`src/rtl/gpio_od_pkg.sv`:
```
package gpio_od_pkg;
    // ==========================================================
    // Bus and register geometry
    localparam int DataWidth = 32;
    localparam int AddrWidth = 32;
    localparam logic [31:0] AddrPinOutputValue = 32'hEF600700;
    localparam logic [31:0] AddrPinDriveEnable = 32'hEF600704;
    localparam logic [31:0] AddrPinOpenDrainSelect = 32'hEF600718;
    localparam logic [31:0] AddrPinInputSample = 32'hEF60071C;
    // ==========================================================
    // Pin field layout: bits 1..23 carry pins, rest reserved
    localparam int PinLow = 1;
    localparam int PinHigh = 23;
    localparam logic [31:0] PinMask = 32'h00FFFFFE;
    localparam logic [31:0] RegResetValue = 32'h00000000;
    localparam logic [31:0] ReadZero = 32'h00000000;
    typedef enum logic [2:0] {
        SEL_NONE = 3'b000,
        SEL_OUT = 3'b001,
        SEL_TS = 3'b010,
        SEL_OD = 3'b011,
        SEL_IN = 3'b100
    } reg_sel_t;
endpackage

```
`src/rtl/pin_sync_if.sv`:
```
`timescale 1ns/100ps
// Carries raw pad input in and the synchronised word out
interface pin_sync_if;
    logic [31:0] rawIn;
    logic [31:0] syncOut;
    modport owner (output rawIn, input syncOut);
    modport syncer (input rawIn, output syncOut);
endinterface

```
`src/rtl/pin_input_sync.sv`:
```
`timescale 1ns/100ps
module pin_input_sync (
    // Clock
    input wire logic clk,
    input wire logic clkEn,
    // Data
    pin_sync_if.syncer sio
);
    import gpio_od_pkg::*;
    logic [31:0] stage1;
    logic [31:0] stage2;
    logic [31:0] next_stage1;
    logic [31:0] next_stage2;

    // ==========================================================
    // Two-flop synchroniser, no reset so it tracks the pads whenever clkEn is high
    always_comb begin
        next_stage1 = stage1;
        next_stage2 = stage2;
        if (clkEn) begin
            next_stage1 = sio.rawIn;
            next_stage2 = stage1;
        end
    end

    // Registers only
    always_ff @(posedge clk) begin
        stage1 <= next_stage1;
        stage2 <= next_stage2;
    end

    assign sio.syncOut = stage2;
endmodule

```
`src/rtl/gpio_open_drain_port.sv`:
```
`timescale 1ns/100ps
module gpio_open_drain_port (
    // Clock, enable and reset
    input wire logic clk,
    input wire logic clkEn,
    input wire logic rst,
    // Peripheral bus slave
    input wire logic busSelect,
    input wire logic busWrite,
    input wire logic [gpio_od_pkg::AddrWidth-1:0] busAddr,
    input wire logic [gpio_od_pkg::DataWidth-1:0] busWrData,
    output logic [gpio_od_pkg::DataWidth-1:0] busRdData,
    output logic busAck,
    // Pads
    input wire logic [31:0] pinIn,
    output logic [31:0] pinOut,
    output logic [31:0] pin_driver_enable_out
);
    import gpio_od_pkg::*;

    // ==========================================================
    // Address decode
    function automatic reg_sel_t decode(input logic [31:0] a);
        reg_sel_t s;
        s = SEL_NONE;
        if (a == AddrPinOutputValue) begin
            s = SEL_OUT;
        end else if (a == AddrPinDriveEnable) begin
            s = SEL_TS;
        end else if (a == AddrPinOpenDrainSelect) begin
            s = SEL_OD;
        end else if (a == AddrPinInputSample) begin
            s = SEL_IN;
        end
        return s;
    endfunction

    // ==========================================================
    // State
    logic [31:0] pin_output_value;
    logic [31:0] pin_drive_enable;
    logic [31:0] pin_open_drain_select;
    logic [31:0] pin_input_sample;
    logic [31:0] next_pin_output_value;
    logic [31:0] next_pin_drive_enable;
    logic [31:0] next_pin_open_drain_select;
    logic [31:0] next_pin_input_sample;
    logic [31:0] next_busRdData;
    logic next_busAck;
    logic [31:0] next_pinOut;
    logic [31:0] next_pinEn;
    logic [31:0] syncedIn;
    reg_sel_t sel;

    pin_sync_if sio();
    assign sio.rawIn = pinIn;
    assign syncedIn = sio.syncOut;

    // Two-flop synchroniser on all pad inputs
    pin_input_sync u_sync (
        .clk(clk),
        .clkEn(clkEn),
        .sio(sio)
    );

    assign sel = decode(busAddr);

    // ==========================================================
    // Register writes and bus read mux
    always_comb begin
        next_pin_output_value = pin_output_value;
        next_pin_drive_enable = pin_drive_enable;
        next_pin_open_drain_select = pin_open_drain_select;
        next_busRdData = ReadZero;
        next_busAck = 1'b0;
        if (busSelect) begin
            next_busAck = 1'b1;
            if (busWrite) begin
                // Input sample ignores writes; unmapped writes dropped
                if (sel == SEL_OUT) begin
                    next_pin_output_value = busWrData & PinMask;
                end else if (sel == SEL_TS) begin
                    next_pin_drive_enable = busWrData & PinMask;
                end else if (sel == SEL_OD) begin
                    next_pin_open_drain_select = busWrData & PinMask;
                end
            end else begin
                if (sel == SEL_OUT) begin
                    next_busRdData = pin_output_value;
                end else if (sel == SEL_TS) begin
                    next_busRdData = pin_drive_enable;
                end else if (sel == SEL_OD) begin
                    next_busRdData = pin_open_drain_select;
                end else if (sel == SEL_IN) begin
                    next_busRdData = pin_input_sample;
                end
            end
        end
        if (rst) begin
            next_pin_output_value = RegResetValue;
            next_pin_drive_enable = RegResetValue;
            next_pin_open_drain_select = RegResetValue;
            next_busRdData = ReadZero;
            next_busAck = 1'b0;
        end
    end

    // Input sample never reset, so it is valid right after reset
    always_comb begin
        next_pin_input_sample = syncedIn & PinMask;
    end

    // ==========================================================
    // Pad output logic, per pin
    genvar i;
    generate
        for (i = 0; i < 32; i++) begin : g_pin
            always_comb begin
                if (pin_open_drain_select[i]) begin
                    next_pinOut[i] = 1'b0;
                    next_pinEn[i] = ~pin_output_value[i];
                end else begin
                    next_pinOut[i] = pin_output_value[i];
                    next_pinEn[i] = pin_drive_enable[i];
                end
            end
        end
    endgenerate

    // ==========================================================
    // Registers; pads follow the register values one cycle late
    always_ff @(posedge clk) begin
        if (clkEn) begin
            pin_output_value <= next_pin_output_value;
            pin_drive_enable <= next_pin_drive_enable;
            pin_open_drain_select <= next_pin_open_drain_select;
            busRdData <= next_busRdData;
            busAck <= next_busAck;
        end
    end

    always_ff @(posedge clk) begin
        if (clkEn) begin
            pin_input_sample <= next_pin_input_sample;
        end
    end

    // Enable zero floats the pad; the pad cell honours it over data
    always_ff @(posedge clk) begin
        if (clkEn) begin
            if (rst) begin
                pinOut <= RegResetValue;
                pin_driver_enable_out <= RegResetValue;
            end else begin
                pinOut <= next_pinOut;
                pin_driver_enable_out <= next_pinEn;
            end
        end
    end
endmodule

```
`config.mk`:
```
export PLATFORM = sky130hd
export DESIGN_NAME = gpio_open_drain_port
export DESIGN_NICKNAME = d
export VERILOG_FILES = /design/src/rtl/gpio_od_pkg.sv /design/src/rtl/pin_sync_if.sv /design/src/rtl/pin_input_sync.sv /design/src/rtl/gpio_open_drain_port.sv
export SDC_FILE = /design/constraint.sdc
export NUM_CORES = 1
export LEC_CHECK = 0
export BUFFER_PORTS_ARGS = -buffer_cell sky130_fd_sc_hd__buf_4
export CAP_MARGIN = 10
export CORE_MARGIN = 5
export CORE_UTILIZATION = 50
export CTS_BUF_LIST = sky130_fd_sc_hd__clkbuf_2
export DETAILED_ROUTE_END_ITERATION = 10
export HOLD_SLACK_MARGIN = 0.12
export PLACE_DENSITY = 0.75
export SLEW_MARGIN = 10
export SYNTH_ARGS = -nofsm -noshare
export SYNTH_HDL_FRONTEND = slang
export SYNTH_SLANG_ARGS = --single-unit
export TNS_END_PERCENT = 10
```
`constraint.sdc`:
```
create_clock -name clk -period 6.1 [get_ports clk]
set_clock_uncertainty 0.2 [all_clocks]
set_input_delay 0 -clock clk [delete_from_list [all_inputs] [get_ports clk]]
set_output_delay 0 -clock clk [all_outputs]
set_load 0.1 [all_outputs]
```
After elaboration in Yosys (flattened, before gate mapping). Index checks and enable logic that the tools add are counted.

Bits in registers: 264. Input port bits: 101. Output and inout port bits: 97.

Reduce and logical (&&, ||, !) cells: 41. Eq/ne operators: 10. Bitwise operators: 33. Mux-type cells: 53.

Operators by type and width (count): 32-bit 2-to-1 mux (15); 32-bit equality test, second input constant (4); 2-bit OR reduction (32); 1-bit 2-to-1 mux (33); 1-bit inverter (33); 24-bit 2-to-1 mux (1); 3-bit 2-to-1 mux (4); 2-bit nonzero test (5); 3-bit by 2-bit equality test with 1-bit output, second input constant (2); 6-bit AND reduction (1); 5-bit AND reduction (1); 2-bit != test, second input constant (2); 4-bit AND reduction (1); 3-bit by 1-bit equality test with 1-bit output, second input constant (1); 3-bit equality test, second input constant (1); 3-bit OR reduction (1).

Longest topological paths before layout. Gate-level depths: netlist (run 1).

Word-level depth: 11. Mapped depth: 6. Gate-level depth less buffers: 4.

Modules after synthesis. From an unflattened synthesis (run 1), not the netlist that was laid out.

Cell total of the unflattened synthesis: 514. Area total of the unflattened synthesis: 8861.0 µm².

By module, submodules not included: gpio_open_drain_port (area an instance 6939.2 µm², cells each 450, times used 1); pin_input_sync (area an instance 1921.8 µm², cells each 64, times used 1).

Least setup slack after synthesis (run 1). Ideal clock, no wire load.

Kind: input -> register. Start point: input port busAddr[14] in the netlist's numbering. End point: register pin_open_drain_select[10] (enable). Path slack: 3.945 ns. Data required time: 5.519 ns. Stages: 5. Arrival: 1.574 ns. Path buffers: 1. Cell sequence: nor4_1 > nand4_1 > clkbuf_1 > nor4_1 > o21a_1.

Word-level cells in the longest chain between the ends: 8.

RTL lines: start, declared (line gpio_open_drain_port.sv:10) `input wire logic [gpio_od_pkg::AddrWidth-1:0] busAddr,`; 32-bit equality test (line gpio_open_drain_port.sv:32) `end else if (a == AddrPinInputSample) begin`; 3-bit 2-to-1 mux (line gpio_open_drain_port.sv:32); 3-bit 2-to-1 mux (line gpio_open_drain_port.sv:30) `end else if (a == AddrPinOpenDrainSelect) begin`; 3-bit 2-to-1 mux (line gpio_open_drain_port.sv:28) `end else if (a == AddrPinDriveEnable) begin`; 3-bit 2-to-1 mux * (line gpio_open_drain_port.sv:26) `if (a == AddrPinOutputValue) begin`; 3-bit by 2-bit equality test with 1-bit output (tied with other cells) (line gpio_open_drain_port.sv:82) `end else if (sel == SEL_TS) begin`; 2-bit != test (no line) / 2-bit nonzero test (equally long branches); 6-bit AND reduction (no line) *; end signal, assigned (line gpio_open_drain_port.sv:136) `pin_open_drain_select <= next_pin_open_drain_select;`; end, declared (line gpio_open_drain_port.sv:42) `logic [31:0] pin_open_drain_select;`.

Every way passes the cells marked *; elsewhere a longest branch is shown, timed or not. A chain may end at the register's enable or synchronous reset.

Final worst setup path (run 1).
Start point: input port busAddr[5] in the netlist's numbering. End point: register busRdData[21] in the netlist's numbering (data pin).

Word-level cells in the longest chain between the ends: 10.

RTL lines: 32-bit equality test (line gpio_open_drain_port.sv:32); 3-bit 2-to-1 mux (line gpio_open_drain_port.sv:32); 3-bit 2-to-1 mux (line gpio_open_drain_port.sv:30); 3-bit 2-to-1 mux (line gpio_open_drain_port.sv:28); 3-bit 2-to-1 mux * (line gpio_open_drain_port.sv:26); 3-bit equality test (line gpio_open_drain_port.sv:94) `end else if (sel == SEL_IN) begin`; 24-bit 2-to-1 mux (line gpio_open_drain_port.sv:94); 32-bit 2-to-1 mux (line gpio_open_drain_port.sv:92) `end else if (sel == SEL_OD) begin`; 32-bit 2-to-1 mux (line gpio_open_drain_port.sv:90) `end else if (sel == SEL_TS) begin`; 32-bit 2-to-1 mux * (line gpio_open_drain_port.sv:88) `if (sel == SEL_OUT) begin`; end signal, assigned (line gpio_open_drain_port.sv:137) `busRdData <= next_busRdData;`; end, declared (line gpio_open_drain_port.sv:12) `output logic [gpio_od_pkg::DataWidth-1:0] busRdData,`.

Marks and branches as above.

==> results.cfg, run 1 <==
[sta]
whs_ps = 220
rsz0062_at_grt = false
slew_viol_final = 0
setup_slack_ps = 2440
final-hold-violation-count = 0
max_freq_mhz = 274
setup_viol = 0
worst_pin_slew_ps = 990
min_period_over_period = 0.599
slew_headroom = 0.340
final.min_clock_period_ps = 3660
setup_tns_ps = 0

[global_routing]
grt_usage = 0.189
grt_remaining_overflow = 0
antenna_found_initial = 1
grt_pass1_vias = 5735
grt_first_pass_wirelength_um = 29300
grt_max_degree = 78

[die]
ios = 198
chipWidth_um = 139
initial_utilization = 0.504
fp.coreArea_mm2 = 0.0165
die_y_um = 139
dieArea_mm2 = 0.0193
num_rows = 47

[run]
cap_viol_max_count = 0

[power_and_ir_drop]
power_density_mw_per_mm2 = 267
power_frac_seq = 0.577
power_mw = 2.97
ir_drop_uv = 156
p_int_mw = 2.11
p_switching_mw = 0.862
combPwrFrac = 0.158
p_sw_frac = 0.290
p_clk_frac = 0.266
leakage_nw = 4.15

[min_path]
min_from = busAddr[26]
hold_depth = 4
min_to = busRdData[22]$_SDFFCE_PP0P_
hp-class = in -> reg

[synth]
mappedNetlistArea_mm2 = 0.00831
ys_types = 28
synth_area_per_cell_um2 = 16.7
ys_seq_area_frac = 0.752
netlist_instances = 496
ys_ff_latch = 208
yosys_warnings = 0

[cts]
cts_resized = 0
cts_buffers = 51
clkSinkCount = 208
cts_hold_buf = 117
cts-root-buf = clkbuf_2
postCtsSetupBuffers = 0
cts_tree = yes
clock_path_buffers = 3
insertion_delay_ps = 730
clk_pin_slew_ps = 100
h-tree-depth = 2

[placed_design]
io_buffers = 152
pre_cts_slack_ps = 3650
dp_hpwl_um = 10000
placed_area_mm2 = 0.00955
routabilityCongestion = 0.839

[critical_path]
path_delay_family = buffers and inverters
end_kind = flip-flop
crit_path_start_kind = primary input
critPathMaxStageDelay_ps = 630
critPathRequiredTime_ps = 6500
path_common_cell = dlygate4sd3_1
reg2regPathDepth = 5
r2r-start = pin_open_drain_select[21]$_SDFFCE_PP0P_
crit_chain = dlygate4sd3_1 -> buf_4 -> nor4_1 -> dlygate4sd3_1 -> nand4_1 -> dlygate4sd3_1 -> buf_4 -> o22a_1 -> dlygate4sd3_1 -> a211oi_2 -> dlygate4sd3_1
path_max_fanout = 48
rrSetupSlack_ps = 3620
slowest_stage = dlygate4sd3_1
cp_num_buf_inv = 7
crit_arrival_ps = 4060
worstReg2RegEnd = busRdData[21]$_SDFFCE_PP0P_
critPathKind = in -> reg

[layout]
drive_gt1_frac = 0.312
fin_area_mm2 = 0.0111
fin_nets = 897
syn2layout_area_growth_pct = 34.1

[drt]
totalWireLength_um = 18400
num_vias = 5300
drc = 0
drt_iter0_markers = 417
wl_per_cell_um = 17.7
vias_per_cell = 5.09
dr.pass1.iters = 4
final_antenna_net_count = 0

[outcome]
outcome = finished, final reports clean
## flip-flops by register name, summed over array words and instances, names as in the netlist
| name | cells |
|---|---|
| busRdData | 23 |
| busAck | 1 |
| pin_open_drain_select | 23 |
| u_sync.stage1 | 23 |
| u_sync.sio.syncOut | 23 |
| pinOut | 23 |
| pin_driver_enable_out | 23 |
| pin_drive_enable | 23 |
| pin_input_sample | 23 |
| pin_output_value | 23 |
## power by group through the flow
stage	logic [mW]	registers, mW	clock network [mW]
floorplan	0.148	1.90	0
global placement	0.406	1.74	0
detailed placement	0.411	1.74	0
CTS	0.467	1.71	0.820
global route	0.489	1.72	0.899
finish	0.468	1.71	0.789
## synth_stat cells
cell type	count	area, µm²
edfxtp_1	208	6250
o22a_1	23	201
clkbuf_1	20	75.1
buf_6	2	22.5
inv_1	1	3.75
nand4_1	2	12.5
nor4_2	1	12.5
nor3b_1	22	165
nor4_1	4	25.0
nand4_2	1	12.5
nand4b_2	1	15.0
a211oi_1	25	188
nor2_1	25	93.8
a211oi_2	20	250
mux2i_1	24	240
nor3_1	25	125
and4bb_2	1	12.5
nand3_1	1	5.00
buf_1	3	11.3
or4b_1	1	10.0
and4b_1	2	20.0
nor2b_1	48	300
and2_1	1	6.26
o21a_1	3	22.5
nand3b_1	1	7.51
buf_2	3	15.0
buf_4	27	203
conb_1	1	3.75
## final cells by class
class	count	area, µm²
sequential	208	6250
fill	1122	5330
timing repair buffer	276	2400
multi-input combinational	258	1830
clock buffer	69	345
tap	220	275
clock inverter	8	31.3
inverter	1	3.75
antenna	1	2.50
## cells in the final DEF, fill, tap and decap left out
| cell type | instances |
|---|---|
| edfxtp_1 | 208 |
| buf_4 | 157 |
| dlygate4sd3_1 | 116 |
| clkbuf_2 | 69 |
| nor2b_1 | 48 |
| conb_1 | 27 |
| nor3_1 | 25 |
| a211oi_1 | 25 |
| nor2_1 | 24 |
| mux2i_1 | 24 |
| o22a_1 | 23 |
| nor3b_1 | 22 |
| a211oi_2 | 20 |
| clkinv_1 | 7 |
| nor4_1 | 4 |
| o21a_1 | 3 |
| and4b_1 | 2 |
| nand4_1 | 2 |
| diode_2 | 1 |
| and4bb_2 | 1 |
| nand4b_2 | 1 |
| nor4_2 | 1 |
| nand4_2 | 1 |
| nand3b_1 | 1 |
| nand3_1 | 1 |
| and2_1 | 1 |
| nor2_4 | 1 |
| or4b_2 | 1 |
| inv_1 | 1 |
| clkinv_2 | 1 |
| buf_16 | 1 |
| buf_12 | 1 |
| buf_6 | 1 |
## cells by family (layout without fill, tap and decap cells)
kind of cell	Yosys count	count (layout)	synth area share
DFF	208	208	0.752
AOI/OAI and AO/OA	71	71	0.0797
other	1	28	0.000452
and+or+nand+nor	136	136	0.0991
muxes	24	24	0.0289
buffers and inverters	56	354	0.0398
## worst max-delay path by stage
stage	from	end	slack (ps)	cells past startpoint
after CTS	busAddr[5]	busRdData[21]$_SDFFCE_PP0P_	2700	11
after global routing	busAddr[5]	busRdData[21]$_SDFFCE_PP0P_	2380	11
after floorplan	busAddr[14]	pin_open_drain_select[10]$_SDFFCE_PP0P_	3950	5
after global placement	busAddr[0]	busRdData[2]$_SDFFCE_PP0P_	3700	5
final	busAddr[5]	busRdData[21]$_SDFFCE_PP0P_	2440	11
after detailed placement	busAddr[23]	busRdData[2]$_SDFFCE_PP0P_	3650	5
## routing by layer
metal,share of wire,global-route usage,vias to the layer above,wire length [µm]
met2,0.53,0.337,211,9780
met1,0.38,0.217,2548,7040
met3,0.064,0.0524,37,1180
li1,-,-,2504,-
met4,0.022,0.0736,0,413
met5,0,0,-,0
## stage by stage
stage                      util  cells
after floorplan               -    522
after global placement    0.580    845
after detailed placement  0.580    845
after CTS                 0.676   1039
after global routing      0.676   1041
final                     0.676   1041
## worst reg2reg max path, delay by kind of cell, from the launching register on
kind | cells | cell delay, ps
buf+inv | 2 | 1170
flops | 1 | 450
compound gates | 2 | 220
mux | 1 | 200
(Power assumes the default switching activity.)
==> run 2, diff against run 1 <==
- ABC_AREA: default -> 1
- PLACE_DENSITY: 0.75 -> 0.78
- clock period: 6.1 -> 3 ns (I/O delays scaled with it)
==> results.cfg, run 2 <==
[critical_path]
path_max_fanout = 40
rrSetupSlack_ps = 840
critPathRequiredTime_ps = 3320
end_kind = flip-flop
r2r-start = pin_output_value[3]$_SDFFCE_PP0P_
crit_arrival_ps = 3300
reg2regPathDepth = 4
crit_path_start = busAddr[14]
crit_path_start_kind = primary input
worstReg2RegEnd = busRdData[3]$_SDFFCE_PP0P_
critPathKind = in -> reg

[min_path]
hold_depth = 10
min_from = busAddr[19]
hp-class = in -> reg
min_to = busRdData[11]$_SDFFCE_PP0P_

[die]
num_rows = 47
fp.coreArea_mm2 = 0.0165
ios = 198
dieArea_mm2 = 0.0193
die_y_um = 139
initial_utilization = 0.505
chipWidth_um = 139

[synth]
yosysMostFrequentCell = edfxtp_1
netlist_instances = 648
synth_area_leaders = edfxtp_1, nor2_1, nand3_1
synth_top_area_share = 0.752
async_reset_ff_frac = 0
ys.flop_type = edfxtp_1
ys_seq_area_frac = 0.752
ys_ff_latch = 208
yosysTopAreaCell = edfxtp_1
synth_edf_count = 208
synth_area_per_cell_um2 = 12.8
ys_types = 22
yosys_warnings = 0
mappedNetlistArea_mm2 = 0.00831
synth_common_cells = edfxtp_1, nor2_1, nand2_1

[cts]
h-tree-depth = 2
cts_buffers = 49
clk_pin_slew_ps = 110
clkSinkCount = 208
insertion_delay_ps = 770
clock_path_buffers = 3
cts_tree = yes
cts-root-buf = clkbuf_2

[drt]
drc = 0
dr.pass1.iters = 5
num_vias = 6029
wl_per_cell_um = 16.2
vias_per_cell = 4.91
totalWireLength_um = 19800
drt_iter0_markers = 556
final_antenna_net_count = 0

[sta]
worst_pin_slew_ps = 792
slew_headroom = 0.470
min_period_over_period = 0.994
max_freq_mhz = 335
final.min_clock_period_ps = 2980
final-hold-violation-count = 0
rsz0062_at_grt = true
setup_viol = 0
slew_viol_final = 0

[power_and_ir_drop]
ir_drop_uv = 240
power_density_mw_per_mm2 = 536
leakage_nw = 4.68

[placed_design]
placed_area_mm2 = 0.00962
io_buffers = 152
dp_hpwl_um = 10900
routabilityCongestion = 0.772
dp_cells = 1004

[layout]
layout_common_cells = edfxtp_1, buf_4, dlygate4sd3_1
fin_area_mm2 = 0.0115
fin_nets = 1071
drive_gt1_frac = 0.254
regArea_mm2 = 0.00625
layout_commonest_cell = edfxtp_1
post-route-util = 0.696
multi_input_area_mm2 = 0.00169
stdcell_count = 1228
nFillCells = 1190
syn2layout_area_growth_pct = 37.9

[global_routing]
grt_pass1_vias = 6257
antenna_found_initial = 1
grt_first_pass_wirelength_um = 31600
grt_remaining_overflow = 0
grt_max_degree = 140
grt_usage = 0.208

[run]
cap_viol_max_count = 0

[outcome]
outcome = finished, final reports clean
## run 2: changes by cell type in the layout (fill, tap and decap cells not counted), sizes merged, moves of 45 or more
cell and change:
nor2 +86, nand2 +86, o21ai +46, a211oi -45, nand3 +70, nor2b -48
## run 2: through the flow
step / setup WS, ps / hold slack, ps / TNS (ps) / total power [mW]
3_3_place_gp: 898 / -21.6 / 0 / 4.30
6_report: 18.9 / 133 / 0 / 6.14
3_5_place_dp: 882 / -20.5 / 0 / 4.32
5_1_grt: -23.5 / 152 / -23.5 / 6.44
4_1_cts: 73.9 / 136 / 0 / 6.17
2_1_floorplan: 487 / -101 / 0 / 4.09
## run 2: what timing repair did
item | 4_1_cts | 5_1_grt
hold buffers | 130 | 5
endpoints found under the setup margin | 0 | 6
hold endpoints to repair | 325 | 5
setup buffers | 0 | 0
resized for setup | 0 | 10
## run 2: cell families (layout without fill, tap and decap cells)
logic type / after synthesis / after routing / share of synthesized area
other: 1 / 28 / 0.000451
DFF: 208 / 208 / 0.752
buffers and inverters: 93 / 426 / 0.0628
and+or+nand+nor: 273 / 273 / 0.141
AOI/OAI and AO/OA: 73 / 73 / 0.0443
## run 2: worst max-delay path: stages
cell,delay (ps)
dlygate4sd3_1,530
buf_4,130
nor2_1,100
nand3_1,120
dlygate4sd3_1,690
nor2_1,170
nand2_2,90
buf_12,190
o21ai_1,120
dlygate4sd3_1,560
nor2_1,50
dlygate4sd3_1,550
## run 2: worst max path at each step
stage / cells past startpoint / slack [ps] / end
6_report: 12 / 20 / busRdData[3]$_SDFFCE_PP0P_
3_5_place_dp: 9 / 880 / pin_output_value[10]$_SDFFCE_PP0P_
3_3_place_gp: 9 / 900 / pin_output_value[9]$_SDFFCE_PP0P_
5_1_grt: 14 / -20 / busRdData[3]$_SDFFCE_PP0P_
4_1_cts: 14 / 70 / busRdData[3]$_SDFFCE_PP0P_
2_1_floorplan: 9 / 490 / pin_open_drain_select[10]$_SDFFCE_PP0P_
## run 2: routing by layer
layer	vias up	routed length (µm)	GRT usage
met5	-	0	0
met4	0	657	0.0891
met3	48	1590	0.0541
met2	292	10500	0.363
met1	2795	7100	0.242
li1	2894	-	-
## run 2: report_power, final
part | leakage (nW) | switching [mW] | internal (mW)
logic | 2.36 | 0.656 | 0.262
registers | 1.99 | 0.0731 | 3.39
clock network | 0.336 | 1.05 | 0.713
## run 2: final cells by class
class | instances | share of cell area
flip-flops and latches | 208 | 0.545
repair buffers | 300 | 0.232
multi-input cells | 373 | 0.147
clock buffers | 70 | 0.0306
well taps | 220 | 0.0240
inverters | 38 | 0.0124
clock inverters | 18 | 0.00841
diodes | 1 | 0.000218
==> run 3, diff against run 2 <==
- GPL_TIMING_DRIVEN: default -> 0
- SLEW_MARGIN: 10 -> 40
==> results.cfg, run 3 (synthesized netlist as in run 2, its figures left out) <==
[cts]
insertion_delay_ps = 740
clk_pin_slew_ps = 120
cts_tree = yes
clock_path_buffers = 3
clkSinkCount = 208
cts-root-buf = clkbuf_2
h-tree-depth = 2
cts_buffers = 49

[sta]
setup_slack_ps = 82.8
final-hold-violation-count = 0
rsz0062_at_grt = false
slew_viol_final = 0
whs_ps = 156
setup_tns_ps = 0
final.min_clock_period_ps = 2920
min_period_over_period = 0.972
setup_viol = 0
max_freq_mhz = 343
worst_pin_slew_ps = 748
slew_headroom = 0.501

[placed_design]
pre_cts_slack_ps = 543
io_buffers = 151
routabilityCongestion = 0.812
dp_hpwl_um = 13100

[power_and_ir_drop]
ir_drop_uv = 249
power_mw = 6.20
leakage_nw = 5.11
power_density_mw_per_mm2 = 513

[global_routing]
antenna_found_initial = 1
grt_usage = 0.229
grt_pass1_vias = 6852
grt_first_pass_wirelength_um = 34800
grt_max_degree = 73
grt_remaining_overflow = 0

[critical_path]
path_delay_family = buffers and inverters
end_kind = flip-flop
path_common_cell = dlygate4sd3_1
path_max_fanout = 10
crit_path_start_kind = primary input
cp_num_buf_inv = 8
critPathMaxStageDelay_ps = 570
critPathRequiredTime_ps = 3400
critPathKind = in -> reg
slowest_stage = dlygate4sd3_1
crit_chain = dlygate4sd3_1 -> buf_4 -> inv_1 -> nand4_1 -> dlygate4sd3_1 -> nor2_1 -> buf_4 -> buf_4 -> nand3_1 -> dlygate4sd3_1 -> nand2_1 -> nor2_1 -> nor2_1 -> dlygate4sd3_1
crit_arrival_ps = 3310

[die]
dieArea_mm2 = 0.0193
die_y_um = 139
num_rows = 47
initial_utilization = 0.505
ios = 198
chipWidth_um = 139
fp.coreArea_mm2 = 0.0165

[run]
cap_viol_max_count = 0

[drt]
totalWireLength_um = 22800
drc = 0
wl_per_cell_um = 17.4
dr.pass1.iters = 8
drt_iter0_markers = 828
num_vias = 6615
final_antenna_net_count = 0
vias_per_cell = 5.06

[layout]
drive_gt1_frac = 0.275
fin_nets = 1149
layout_commonest_cell = edfxtp_1
layout_common_cells = edfxtp_1, buf_4, dlygate4sd3_1
syn2layout_area_growth_pct = 45.3

[min_path]
hp-class = in -> reg

[outcome]
outcome = finished, final reports clean
[run 3: changes by cell type in the layout (fill, tap and decap cells not counted), sizes merged]
cell	before	now
dlymetal6s4s	0	2
clkbuf	70	81
inv	38	39
clkinv	17	15
bufinv	1	0
dlygate4sd3	135	164
buf	165	204
[run 3: path summary, 6_finish.rpt]
path	start	endpoint	slack (ps)	cells past startpoint
min	clkEn	pin_input_sample[16]$_DFFE_PP_	160	3
max reg2reg	pin_drive_enable[23]$_SDFFCE_PP0P_	busRdData[23]$_SDFFCE_PP0P_	650	6
max	busAddr[6]	busRdData[2]$_SDFFCE_PP0P_	80	14
min reg2reg	u_sync.stage1[15]$_DFFE_PP_	u_sync.sio.syncOut[15]$_DFFE_PP_	160	0
[run 3: layout make-up]
cell class | count | area (µm²)
Clock buffer | 73 | 365
Tap cell | 220 | 275
Buffer | 55 | 379
Clock inverter | 16 | 65.1
Inverter | 38 | 143
Timing Repair Buffer | 323 | 2930
Multi-Input combinational cell | 373 | 1670
Fill cell | 1067 | 4390
Sequential cell | 208 | 6250
Antenna cell | 1 | 2.50
[run 3: worst min-delay path, stage by stage]
cell           delay (ps)
dlygate4sd3_1         560
buf_8                 150
buf_16                220
[run 3: timing repair]
item	in CTS	in global routing
hold buffers	162	6
setup endpoints to repair	0	13
endpoints found under the hold margin	359	32
buffers inserted	0	0
gates resized for setup	0	2
[run 3: where the power goes]
| part | switching (mW) | internal [mW] | leakage (nW) |
|---|---|---|---|
| logic | 0.679 | 0.312 | 2.78 |
| clock network | 1.09 | 0.651 | 0.340 |
| registers | 0.0766 | 3.39 | 1.99 |
[run 3: routing by layer]
layer / part of all wire / vias up / track usage
met5: 0 / - / 0
met4: 0.038 / 0 / 0.110
met3: 0.11 / 79 / 0.0700
met2: 0.51 / 426 / 0.389
met1: 0.35 / 3059 / 0.267
li1: - / 3051 / -
[run 3: metrics by stage]
step	cell area [µm²]	utilization	instances
3_3_place_gp	9820	0.596	1045
4_1_cts	12000	0.730	1301
2_1_floorplan	8410	-	674
5_1_grt	12100	0.733	1307
3_5_place_dp	9950	0.604	1050
6_report	12100	0.733	1307
